==> src/verilog/instr_exec_regs.vh <==
// constants for the instruction subset execution datapath
// assumes the core supplies decoded operation codes and memory read data
// Overview of operation
// - subtract immediate from work register, update flags
// - swap nibbles of memory byte in place
// - swapped memory byte goes to work register
// - skip next instruction when memory byte zero
// - taken skip inserts one dummy cycle
// - copy byte to work register, skip if zero
// - skip next instruction when selected bit zero
// - table read current page into memory, high byte
// - table read last page, same otherwise
// - xor memory into work register, zero flag only
// - xor result written back to memory, zero flag
// - xor immediate into work register, zero flag
`ifndef INSTR_EXEC_REGS_VH
`define INSTR_EXEC_REGS_VH
`define OP_NOP 4'h0
`define OP_SUB_IMM 4'h1
`define OP_SWAP 4'h2
`define OP_SWAP_TO_WORK 4'h3
`define OP_SKIP_ZERO 4'h4
`define OP_COPY_SKIP_ZERO 4'h5
`define OP_SKIP_BIT_ZERO 4'h6
`define OP_TABLE_CURRENT 4'h7
`define OP_TABLE_LAST 4'h8
`define OP_XOR_MEM 4'h9
`define OP_XOR_INTO_MEM 4'ha
`define OP_XOR_IMM 4'hb
`define FLAG_C 0
`define FLAG_AC 1
`define FLAG_Z 2
`define FLAG_OV 3
`define FLAGS_RESET 4'h0
`define WORK_RESET 8'h00
`define TABLE_HIGH_RESET 8'h00
`define PROG_ADDR_RESET 14'h0000
`define PAGE_LAST 6'h3f
`endif

==> src/verilog/sub_flags.v <==
// 8-bit subtractor producing result and the four arithmetic flags
// purely combinational, used by the execution datapath
`timescale 1ns/1ns
module sub_flags (
   // operands
   input wire [7:0] a,
   input wire [7:0] b,
   // results
   output wire [7:0] diff,
   output wire carry,
   output wire half_carry,
   output wire overflow,
   output wire zero
);
   wire [8:0] full;
   wire [4:0] low;
   // carry means no borrow
   assign full = {1'b0, a} + {1'b0, ~b} + 9'h001;
   assign low = {1'b0, a[3:0]} + {1'b0, ~b[3:0]} + 5'h01;
   assign diff = full[7:0];
   assign carry = full[8];
   assign half_carry = low[4];
   assign overflow = (a[7] ^ b[7]) & (a[7] ^ full[7]);
   assign zero = (full[7:0] == 8'h00);
endmodule

==> src/verilog/instr_exec.v <==
// execution datapath for a subset of 8-bit core instructions
// assumes one op per cycle when op_valid, memory data valid with the op
`timescale 1ns/1ns
`include "instr_exec_regs.vh"
module instr_exec (
   // clock and reset
   input wire core_clk,
   input wire rst,
   // decoded instruction
   input wire op_valid,
   input wire [3:0] op_code,
   input wire [7:0] imm_operand,
   input wire [2:0] bit_select,
   input wire [8:0] mem_addr,
   input wire [7:0] mem_rdata,
   // table read
   input wire [7:0] table_pointer,
   input wire [5:0] pc_page,
   input wire [15:0] prog_rdata,
   // program memory address for table reads
   output reg [13:0] prog_addr,
   // data memory write
   output reg mem_we,
   output reg [8:0] mem_waddr,
   output reg [7:0] mem_wdata,
   // architectural state
   output reg [7:0] work_register,
   output reg [3:0] flags,
   output reg [7:0] table_high_byte_reg,
   // sequencing
   output reg skip_pending,
   output reg dummy_cycle
);
   // two-cycle ops park in one of two extra states for their second cycle
   localparam ST_RUN = 2'h0;
   localparam ST_TABLE = 2'h1;
   localparam ST_SKIP = 2'h2;

   reg [1:0] state_reg;
   reg [1:0] state_next;
   reg [8:0] table_dest_reg;
   // next values of the registered outputs
   reg [7:0] work_next;
   reg [3:0] flags_next;
   reg [7:0] high_next;
   reg [13:0] prog_addr_next;
   reg we_next;
   reg [8:0] waddr_next;
   reg [7:0] wdata_next;
   reg skip_next;
   reg [8:0] dest_next;
   // subtractor results
   wire [7:0] diff;
   wire sub_c;
   wire sub_ac;
   wire sub_ov;
   wire sub_z;
   wire [7:0] xor_mem;
   wire [7:0] xor_imm;
   wire [7:0] swapped;
   wire execute;
   // zero tests shared by the skip and xor ops
   wire mem_zero;
   wire xor_mem_zero;
   wire xor_imm_zero;
   wire bit_clear;

   sub_flags u_sub (
      .a(work_register),
      .b(imm_operand),
      .diff(diff),
      .carry(sub_c),
      .half_carry(sub_ac),
      .overflow(sub_ov),
      .zero(sub_z)
   );

   // ops read memory in the cycle they are taken, so operands are combinational
   assign xor_mem = work_register ^ mem_rdata;
   assign xor_imm = work_register ^ imm_operand;
   assign swapped = {mem_rdata[3:0], mem_rdata[7:4]};
   // the fetched instruction after a taken skip is dropped here
   assign execute = op_valid && (state_reg == ST_RUN);
   assign mem_zero = (mem_rdata == 8'h00);
   assign xor_mem_zero = (xor_mem == 8'h00);
   assign xor_imm_zero = (xor_imm == 8'h00);
   assign bit_clear = ~mem_rdata[bit_select];

   // decode; flags keep their value unless the op names them
   always @* begin
      state_next = ST_RUN;
      work_next = work_register;
      flags_next = flags;
      high_next = table_high_byte_reg;
      prog_addr_next = prog_addr;
      we_next = 1'b0;
      waddr_next = mem_addr;
      wdata_next = mem_wdata;
      skip_next = 1'b0;
      dest_next = table_dest_reg;
      case (state_reg)
         ST_RUN: begin
            if (execute) begin
               case (op_code)
                  `OP_SUB_IMM: begin
                     work_next = diff;
                     flags_next[`FLAG_C] = sub_c;
                     flags_next[`FLAG_AC] = sub_ac;
                     flags_next[`FLAG_OV] = sub_ov;
                     flags_next[`FLAG_Z] = sub_z;
                  end
                  `OP_SWAP: begin
                     we_next = 1'b1;
                     wdata_next = swapped;
                  end
                  `OP_SWAP_TO_WORK: begin
                     work_next = swapped;
                  end
                  `OP_SKIP_ZERO: begin
                     skip_next = mem_zero;
                  end
                  `OP_COPY_SKIP_ZERO: begin
                     work_next = mem_rdata;
                     skip_next = mem_zero;
                  end
                  `OP_SKIP_BIT_ZERO: begin
                     skip_next = bit_clear;
                  end
                  `OP_TABLE_CURRENT: begin
                     prog_addr_next = {pc_page, table_pointer};
                     dest_next = mem_addr;
                     state_next = ST_TABLE;
                  end
                  `OP_TABLE_LAST: begin
                     prog_addr_next = {`PAGE_LAST, table_pointer};
                     dest_next = mem_addr;
                     state_next = ST_TABLE;
                  end
                  `OP_XOR_MEM: begin
                     work_next = xor_mem;
                     flags_next[`FLAG_Z] = xor_mem_zero;
                  end
                  `OP_XOR_INTO_MEM: begin
                     we_next = 1'b1;
                     wdata_next = xor_mem;
                     flags_next[`FLAG_Z] = xor_mem_zero;
                  end
                  `OP_XOR_IMM: begin
                     work_next = xor_imm;
                     flags_next[`FLAG_Z] = xor_imm_zero;
                  end
                  // nop and unused codes change nothing
                  default: begin
                     work_next = work_register;
                  end
               endcase
               if (skip_next) begin
                  state_next = ST_SKIP;
               end
            end
         end
         ST_TABLE: begin
            // second cycle: program word is back
            // the op presented in this cycle is ignored
            we_next = 1'b1;
            waddr_next = table_dest_reg;
            wdata_next = prog_rdata[7:0];
            high_next = prog_rdata[15:8];
         end
         ST_SKIP: begin
            // the op fetched behind the skip is dropped by execute
            state_next = ST_RUN;
         end
         default: begin
            state_next = ST_RUN;
         end
      endcase
   end

   // sequencing state
   always @(posedge core_clk or posedge rst) begin
      if (rst) begin
         state_reg <= ST_RUN;
         skip_pending <= 1'b0;
         dummy_cycle <= 1'b0;
      end else begin
         state_reg <= state_next;
         skip_pending <= skip_next;
         dummy_cycle <= (state_next == ST_SKIP);
      end
   end

   // architectural registers
   always @(posedge core_clk or posedge rst) begin
      if (rst) begin
         work_register <= `WORK_RESET;
         flags <= `FLAGS_RESET;
         table_high_byte_reg <= `TABLE_HIGH_RESET;
      end else begin
         work_register <= work_next;
         flags <= flags_next;
         table_high_byte_reg <= high_next;
      end
   end

   // memory ports; strobe lags the op a cycle so write data leaves a clean register
   always @(posedge core_clk or posedge rst) begin
      if (rst) begin
         prog_addr <= `PROG_ADDR_RESET;
         mem_we <= 1'b0;
         mem_waddr <= 9'h000;
         mem_wdata <= 8'h00;
         table_dest_reg <= 9'h000;
      end else begin
         prog_addr <= prog_addr_next;
         mem_we <= we_next;
         mem_waddr <= waddr_next;
         mem_wdata <= wdata_next;
         table_dest_reg <= dest_next;
      end
   end
endmodule

==> config.mk <==
export PLATFORM = sky130hd
export DESIGN_NAME = instr_exec
export DESIGN_NICKNAME = d
export VERILOG_FILES = /design/src/verilog/sub_flags.v /design/src/verilog/instr_exec.v
export VERILOG_INCLUDE_DIRS = /design/src /design/src/verilog
export SDC_FILE = /design/constraint.sdc
export NUM_CORES = 1
export LEC_CHECK = 0
export BUFFER_PORTS_ARGS = -buffer_cell sky130_fd_sc_hd__buf_2
export CORE_UTILIZATION = 50
export CTS_BUF_LIST = sky130_fd_sc_hd__clkbuf_16
export DETAILED_ROUTE_END_ITERATION = 16
export GPL_TIMING_DRIVEN = 0
export HOLD_SLACK_MARGIN = 0.15
export PLACE_DENSITY = 0.79
export SLEW_MARGIN = 10
export SYNTH_ARGS = -nofsm -noshare
export SYNTH_HDL_FRONTEND = slang
export SYNTH_SLANG_ARGS = --single-unit
==> constraint.sdc <==
create_clock -name core_clk -period 2.7 [get_ports core_clk]
set_input_delay 0.675 -clock core_clk [delete_from_list [all_inputs] [get_ports core_clk]]
set_output_delay 0.675 -clock core_clk [all_outputs]
set_load 0.02 [all_outputs]
== Word level (Yosys, flattened, before mapping) ==
Cells that the tools add are included.
Word-level totals
  register bits: 65
  bits in latches: 0
  bits in writable memories: 0
  ROM bits: 0
  input bits: 65
  output and inout port bits: 54
  logic and storage cells: 81
  memories kept: 0
Cells by class
  add/sub/neg operators: 4
  multiply operators: 0
  divide/modulo/power cells: 0
  order comparisons: 1
  eq/ne operators: 15
  shifts and indexed selects: 0
  multiplexer cells: 21
  bitwise logic cells: 8
  reductions and logical operators: 20
Operators by type and width (count)
  $pmux W8 S5: 1
  $logic_not A8 Y1: 4
  $pmux W8 S2: 2
  $pmux W14 S2: 1
  $reduce_and A3 Y1: 6
  $eq A4 B3 Y1 const B: 4
  $eq A4 B4 Y1 const B: 4
  $xor A8 B8 Y8: 2
  $add A8 B8 Y9: 1
  $add A9 B1 Y9 const B: 1
  $mux W9: 1
  $eq A4 B2 Y1 const B: 2
  $mux W1: 8
  $mux W8: 1
  $not A8 Y8: 1
  $reduce_or A2 Y1: 4
  $mux W2: 3
  $add A4 B4 Y5: 1
  $add A5 B1 Y5 const B: 1
  $reduce_bool A5 Y1: 1
  $eq A4 B1 Y1 const B: 1
  $lt A3 B4 Y1 const B: 1
  $not A4 Y4: 1
  $pmux W1 S2: 2
  13 further kinds: 15

== Depth between registers and ports, before layout ==
  depth in word-level cells: 10
  depth in mapped cells: 9
  depth with buffers taken out: 9

== Modules after synthesis ==
Synthesis repeated with hierarchy kept, for this count alone.
Unflattened totals
  cells, all modules: 390
  area total of the unflattened synthesis: 3981.3 um2
By module, submodules not included
  instr_exec: times used 1, cells each 320, area each 3500.9 um2, seq. area each 1601.5 um2
  sub_flags: times used 1, cells each 70, area each 480.5 um2, seq. area each 0.0 um2

== Worst setup path before layout ==
No wires, ideal clock.
  kind: input to register
  start: input port imm_operand[0]
  end: register flags[2]
  library setup time: 0.104 ns
  arrival: 2.427 ns
  required time: 2.596 ns
  slack: 0.170 ns
  cell stages on the path: 8
  buffers on the path: 0
  cell sequence: ha_1 > fa_1 > nor2b_1 > o21ai_1 > nand2b_1 > xor2_1 > or4_4 > o41ai_2
Between the ends
  word-level cells in the longest chain between the ends: 5
  elaborated cells on any way between the ends: 7
  those cells by class: add/sub: 2; mux: 1; bitwise: 2; reduce/logical: 2
Ends and longest elaborated chain
  start: declaration: RTL line instr_exec.v:12  | input wire [7:0] imm_operand,
  $not A8 Y8: RTL line sub_flags.v:18  | assign full = {1'b0, a} + {1'b0, ~b} + 9'h001;
  $add A8 B8 Y9: RTL line sub_flags.v:18
  $add A9 B1 Y9: RTL line sub_flags.v:18
  $logic_not A8 Y1: RTL line sub_flags.v:24  | assign zero = (full[7:0] == 8'h00);
  $pmux W1 S3 (*): RTL line instr_exec.v:104  | case (op_code)
  end signal: assignment: RTL line instr_exec.v:197  | flags <= `FLAGS_RESET;
  end signal: assignment: RTL line instr_exec.v:201  | flags <= flags_next;
  end: declaration: RTL line instr_exec.v:28  | output reg [3:0] flags,
Mark *: on every way between the ends. The rest lies on a longest branch, timed or not.
A chain may end at the register's enable or synchronous reset.

== Worst setup path in the final report ==
  start: register work_register[0]
  end: register flags[2]
Between the ends
  word-level cells in the longest chain between the ends: 4
  elaborated cells on any way between the ends: 8
  those cells by class: add/sub: 2; mux: 1; bitwise: 2; reduce/logical: 3
Ends and longest elaborated chain
  start: declaration: RTL line instr_exec.v:27  | output reg [7:0] work_register,
  start signal: assignment: RTL line instr_exec.v:196  | work_register <= `WORK_RESET;
  start signal: assignment: RTL line instr_exec.v:200  | work_register <= work_next;
  $add A8 B8 Y9: RTL line sub_flags.v:18
  $add A9 B1 Y9: RTL line sub_flags.v:18
  $logic_not A8 Y1: RTL line sub_flags.v:24
  $pmux W1 S3 (*): RTL line instr_exec.v:104
Marks and branches as above.

==> impl_metrics.csv <==
group,metric,value,unit
routing,drt-initial-drc-count,215,
power_and_ir_drop,switchingPower,1.57,mW
layout,multiInputGateArea,1770,um^2
global_route,grt_usage,26.3,%
layout,num_antenna_cells,0,
synth,synth_flop_cell,"dfrtp_1",
worst_setup_path,crit_type,"flop to flop",
routing,drc_errors,0,
hold_path,hold_path.class,"flop to flop",
layout,fillCellCount,552,
synth,synth-seq-cells,64,
power_and_ir_drop,switching_share,37.1,%
layout,largest_reg_flops,14,
routing,drt_first_pass_iters,5,
layout,seq_area,1600,um^2
routing,routed_wl,9410,um
worst_setup_path,end_kind,"flop",
worst_setup_path,arrival,2780,ps
floorplanning,dieArea,7360,um^2
cts,clock_latency,330,ps
timing,finalCritPeriodShare,94.5,%
cts,clk_pin_slew,50,ps
synth,synth_fp_nets,422,
global_route,grt_pass1_vias,3157,
timing,hold-worst-slack,480,ps
floorplanning,fp.dieH,85.8,um
status,outcome,"finished, final reports clean",
cts,cts-buffers-inserted,9,
synth,synth_cells,348,
synth,syn-cell-area,3510,um^2
power_and_ir_drop,totalPowerFinal,4.22,mW
timing,min_period,2550,ps
cts,cts_hold_repair.buffers,0,
synth,synth_warnings,0,
synth,ys_seq_area_share,45.6,%
timing,finalSetupViolCount,0,
power_and_ir_drop,vdd_ir_drop_max,541,uV
floorplanning,coreArea,6790,um^2
timing,fin_skew,4.42,ps
global_route,grt_overflow,0,
global_route,antenna_found_initial,0,
floorplanning,fp.dieW,85.8,um
timing,worst_pin_slew,797,ps
timing,hold_viol,0,
layout,area_growth,28.5,%
routing,antenna_left,0,
worst_setup_path,r2r_slack,150,ps
worst_setup_path,crit_path_start_kind,"flop",
cts,htreeDepth,3,
power_and_ir_drop,internal_power,2.66,mW
global_route,grt_max_degree,65,
power_and_ir_drop,clock_power_share,28.3,%
synth,async_reset_ff_share,100,%
cts,cts_resized,0,
placement,portBuffers,114,
cts,clkSinkCount,64,
floorplanning,rows,30,
cts,cts-root-buf,"clkbuf_16",
timing,slew_viol_final,0,
floorplanning,start_util,51.7,%
placement,place_hpwl,6550,um
synth,synth-edff-count,0,
global_route,grt_pass1_wl,14900,um
placement,gp_congestion,0.894,
routing,wire_per_inst,16.4,um
synth,avgSynthCellArea,10.1,um^2
worst_setup_path,path_max_fanout,5,
timing,max-slew-margin-rel,46.9,%
layout,drive_gt1_share,36.3,%
layout,fin_util,66.4,%
power_and_ir_drop,seq_power_share,32.7,%
routing,vias,3301,
cts,cts_tree,"done",
power_and_ir_drop,power_density,936,nW/um^2
floorplanning,ios,119,
worst_setup_path,cp.required,2930,ps
layout,nets,547,
routing,viasPerCell,5.76,
timing,fmax,392,MHz
cts,post_cts_buffers,0,
timing,grt_setup_unrepaired,"false",
synth,synth.distinct_cells,48,
power_and_ir_drop,p_comb_share,39.0,%
job,max-cap-violations,0,
power_and_ir_drop,p_leak,2.12,nW
timing,setup_tns,0,ps
cts,clockBufferDepth,2,
## cells in the final DEF, fill, tap and decap left out, drive strengths merged, types with 2 or more instances in the layout
cell type    n
nor3         5
bufinv       2
or4          5
mux2        35
nand3        4
buf        121
nand2       22
a211oi      15
a221o        2
inv         17
xor2         2
a221oi       5
clkinv       3
nor2        32
nor2b        9
a21oi       21
a22o         7
dfrtp       64
o22ai        6
xnor2       10
nand4        5
nor3b        3
nor4         2
nand2b       6
a211o        2
ha           8
o21ai       20
o311ai       2
clkbuf      23
mux4         2
o31ai        2
a31oi        3
## critical path, stage by stage (launching register included)
cell      delay (ps)
dfrtp_1          450
inv_1             70
ha_1             200
fa_1             410
nor2b_1          180
o21ai_1           80
nand2b_1         150
xor2_1           120
or4_4            530
o41ai_2          270
## power groups by stage
stage	registers (mW)	logic [mW]	clock network, mW
floorplan	1.62	0.888	0
global placement	1.37	1.58	0
detailed placement	1.39	1.62	0
CTS	1.38	1.64	1.21
global route	1.41	1.79	1.24
finish	1.38	1.64	1.20
## worst paths after layout
| path | startpoint | endpoint | cells past startpoint |
|---|---|---|---|
| worst max-delay path | work_register[0]$_DFFE_PP0P_ | flags[2]$_DFFE_PP0P_ | 9 |
| worst min register to register | flags[3]$_DFFE_PP0P_ | flags[3]$_DFFE_PP0P_ | 2 |
| min in group asynchronous | rst | prog_addr[1]$_DFFE_PP0P_ | 2 |
| max in group asynchronous | rst | mem_waddr[0]$_DFF_PP0_ | 2 |
| worst max register to register | work_register[0]$_DFFE_PP0P_ | flags[2]$_DFFE_PP0P_ | 9 |
| worst min-delay path | flags[3]$_DFFE_PP0P_ | flags[3]$_DFFE_PP0P_ | 2 |
## Yosys cell counts, drive strengths merged (6+ instances only)
library cell / instances / share of area [%]
o22ai: 6 / 1.1
mux2: 35 / 11
buf: 7 / 0.96
ha: 8 / 2.9
a211oi: 15 / 3.2
nand2: 22 / 2.4
a22o: 7 / 1.7
nor2b: 9 / 1.6
nor2: 32 / 3.5
dfrtp: 64 / 46
inv: 16 / 1.7
o21ai: 20 / 2.8
xnor2: 10 / 2.5
a21oi: 21 / 3.0
nand2b: 6 / 1.1
clkbuf: 14 / 1.5
## layer usage
metal / track usage [%] / share of wire, % / vias up
li1: - / - / 1524
met1: 32.4 / 41 / 1572
met2: 43.9 / 48 / 173
met3: 6.26 / 7.3 / 32
met4: 12.1 / 3.2 / 0
met5: 0 / 0 / -
## through the flow
step	instances	setup WS [ps]	instance area, um^2
CTS	573	148	4510
global route	573	22.0	4510
floorplan	348	170	3510
finish	573	149	4510
detailed placement	558	-162	4210
global placement	558	-335	4200
## cells by family after synthesis
group / after synthesis / share of synthesized area [%]
AND/OR/NAND/NOR: 97 / 13.8
AO/OA/AOI/OAI: 91 / 17.3
flip-flops: 64 / 45.6
buffers and inverters: 37 / 4.17
adder cells (fa/ha/maj): 9 / 3.42
multiplexers: 38 / 12.8
XOR/XNOR: 12 / 2.99
## layout make-up
class / count / area share, %
clock inverter: 6 / 1.69
tap: 96 / 2.66
clock buffer: 9 / 4.99
sequential: 64 / 35.5
multi-input combinational: 247 / 39.2
buffer: 21 / 1.91
timing repair buffer: 114 / 12.6
inverter: 16 / 1.39
Power figures use the tool's default switching activity.
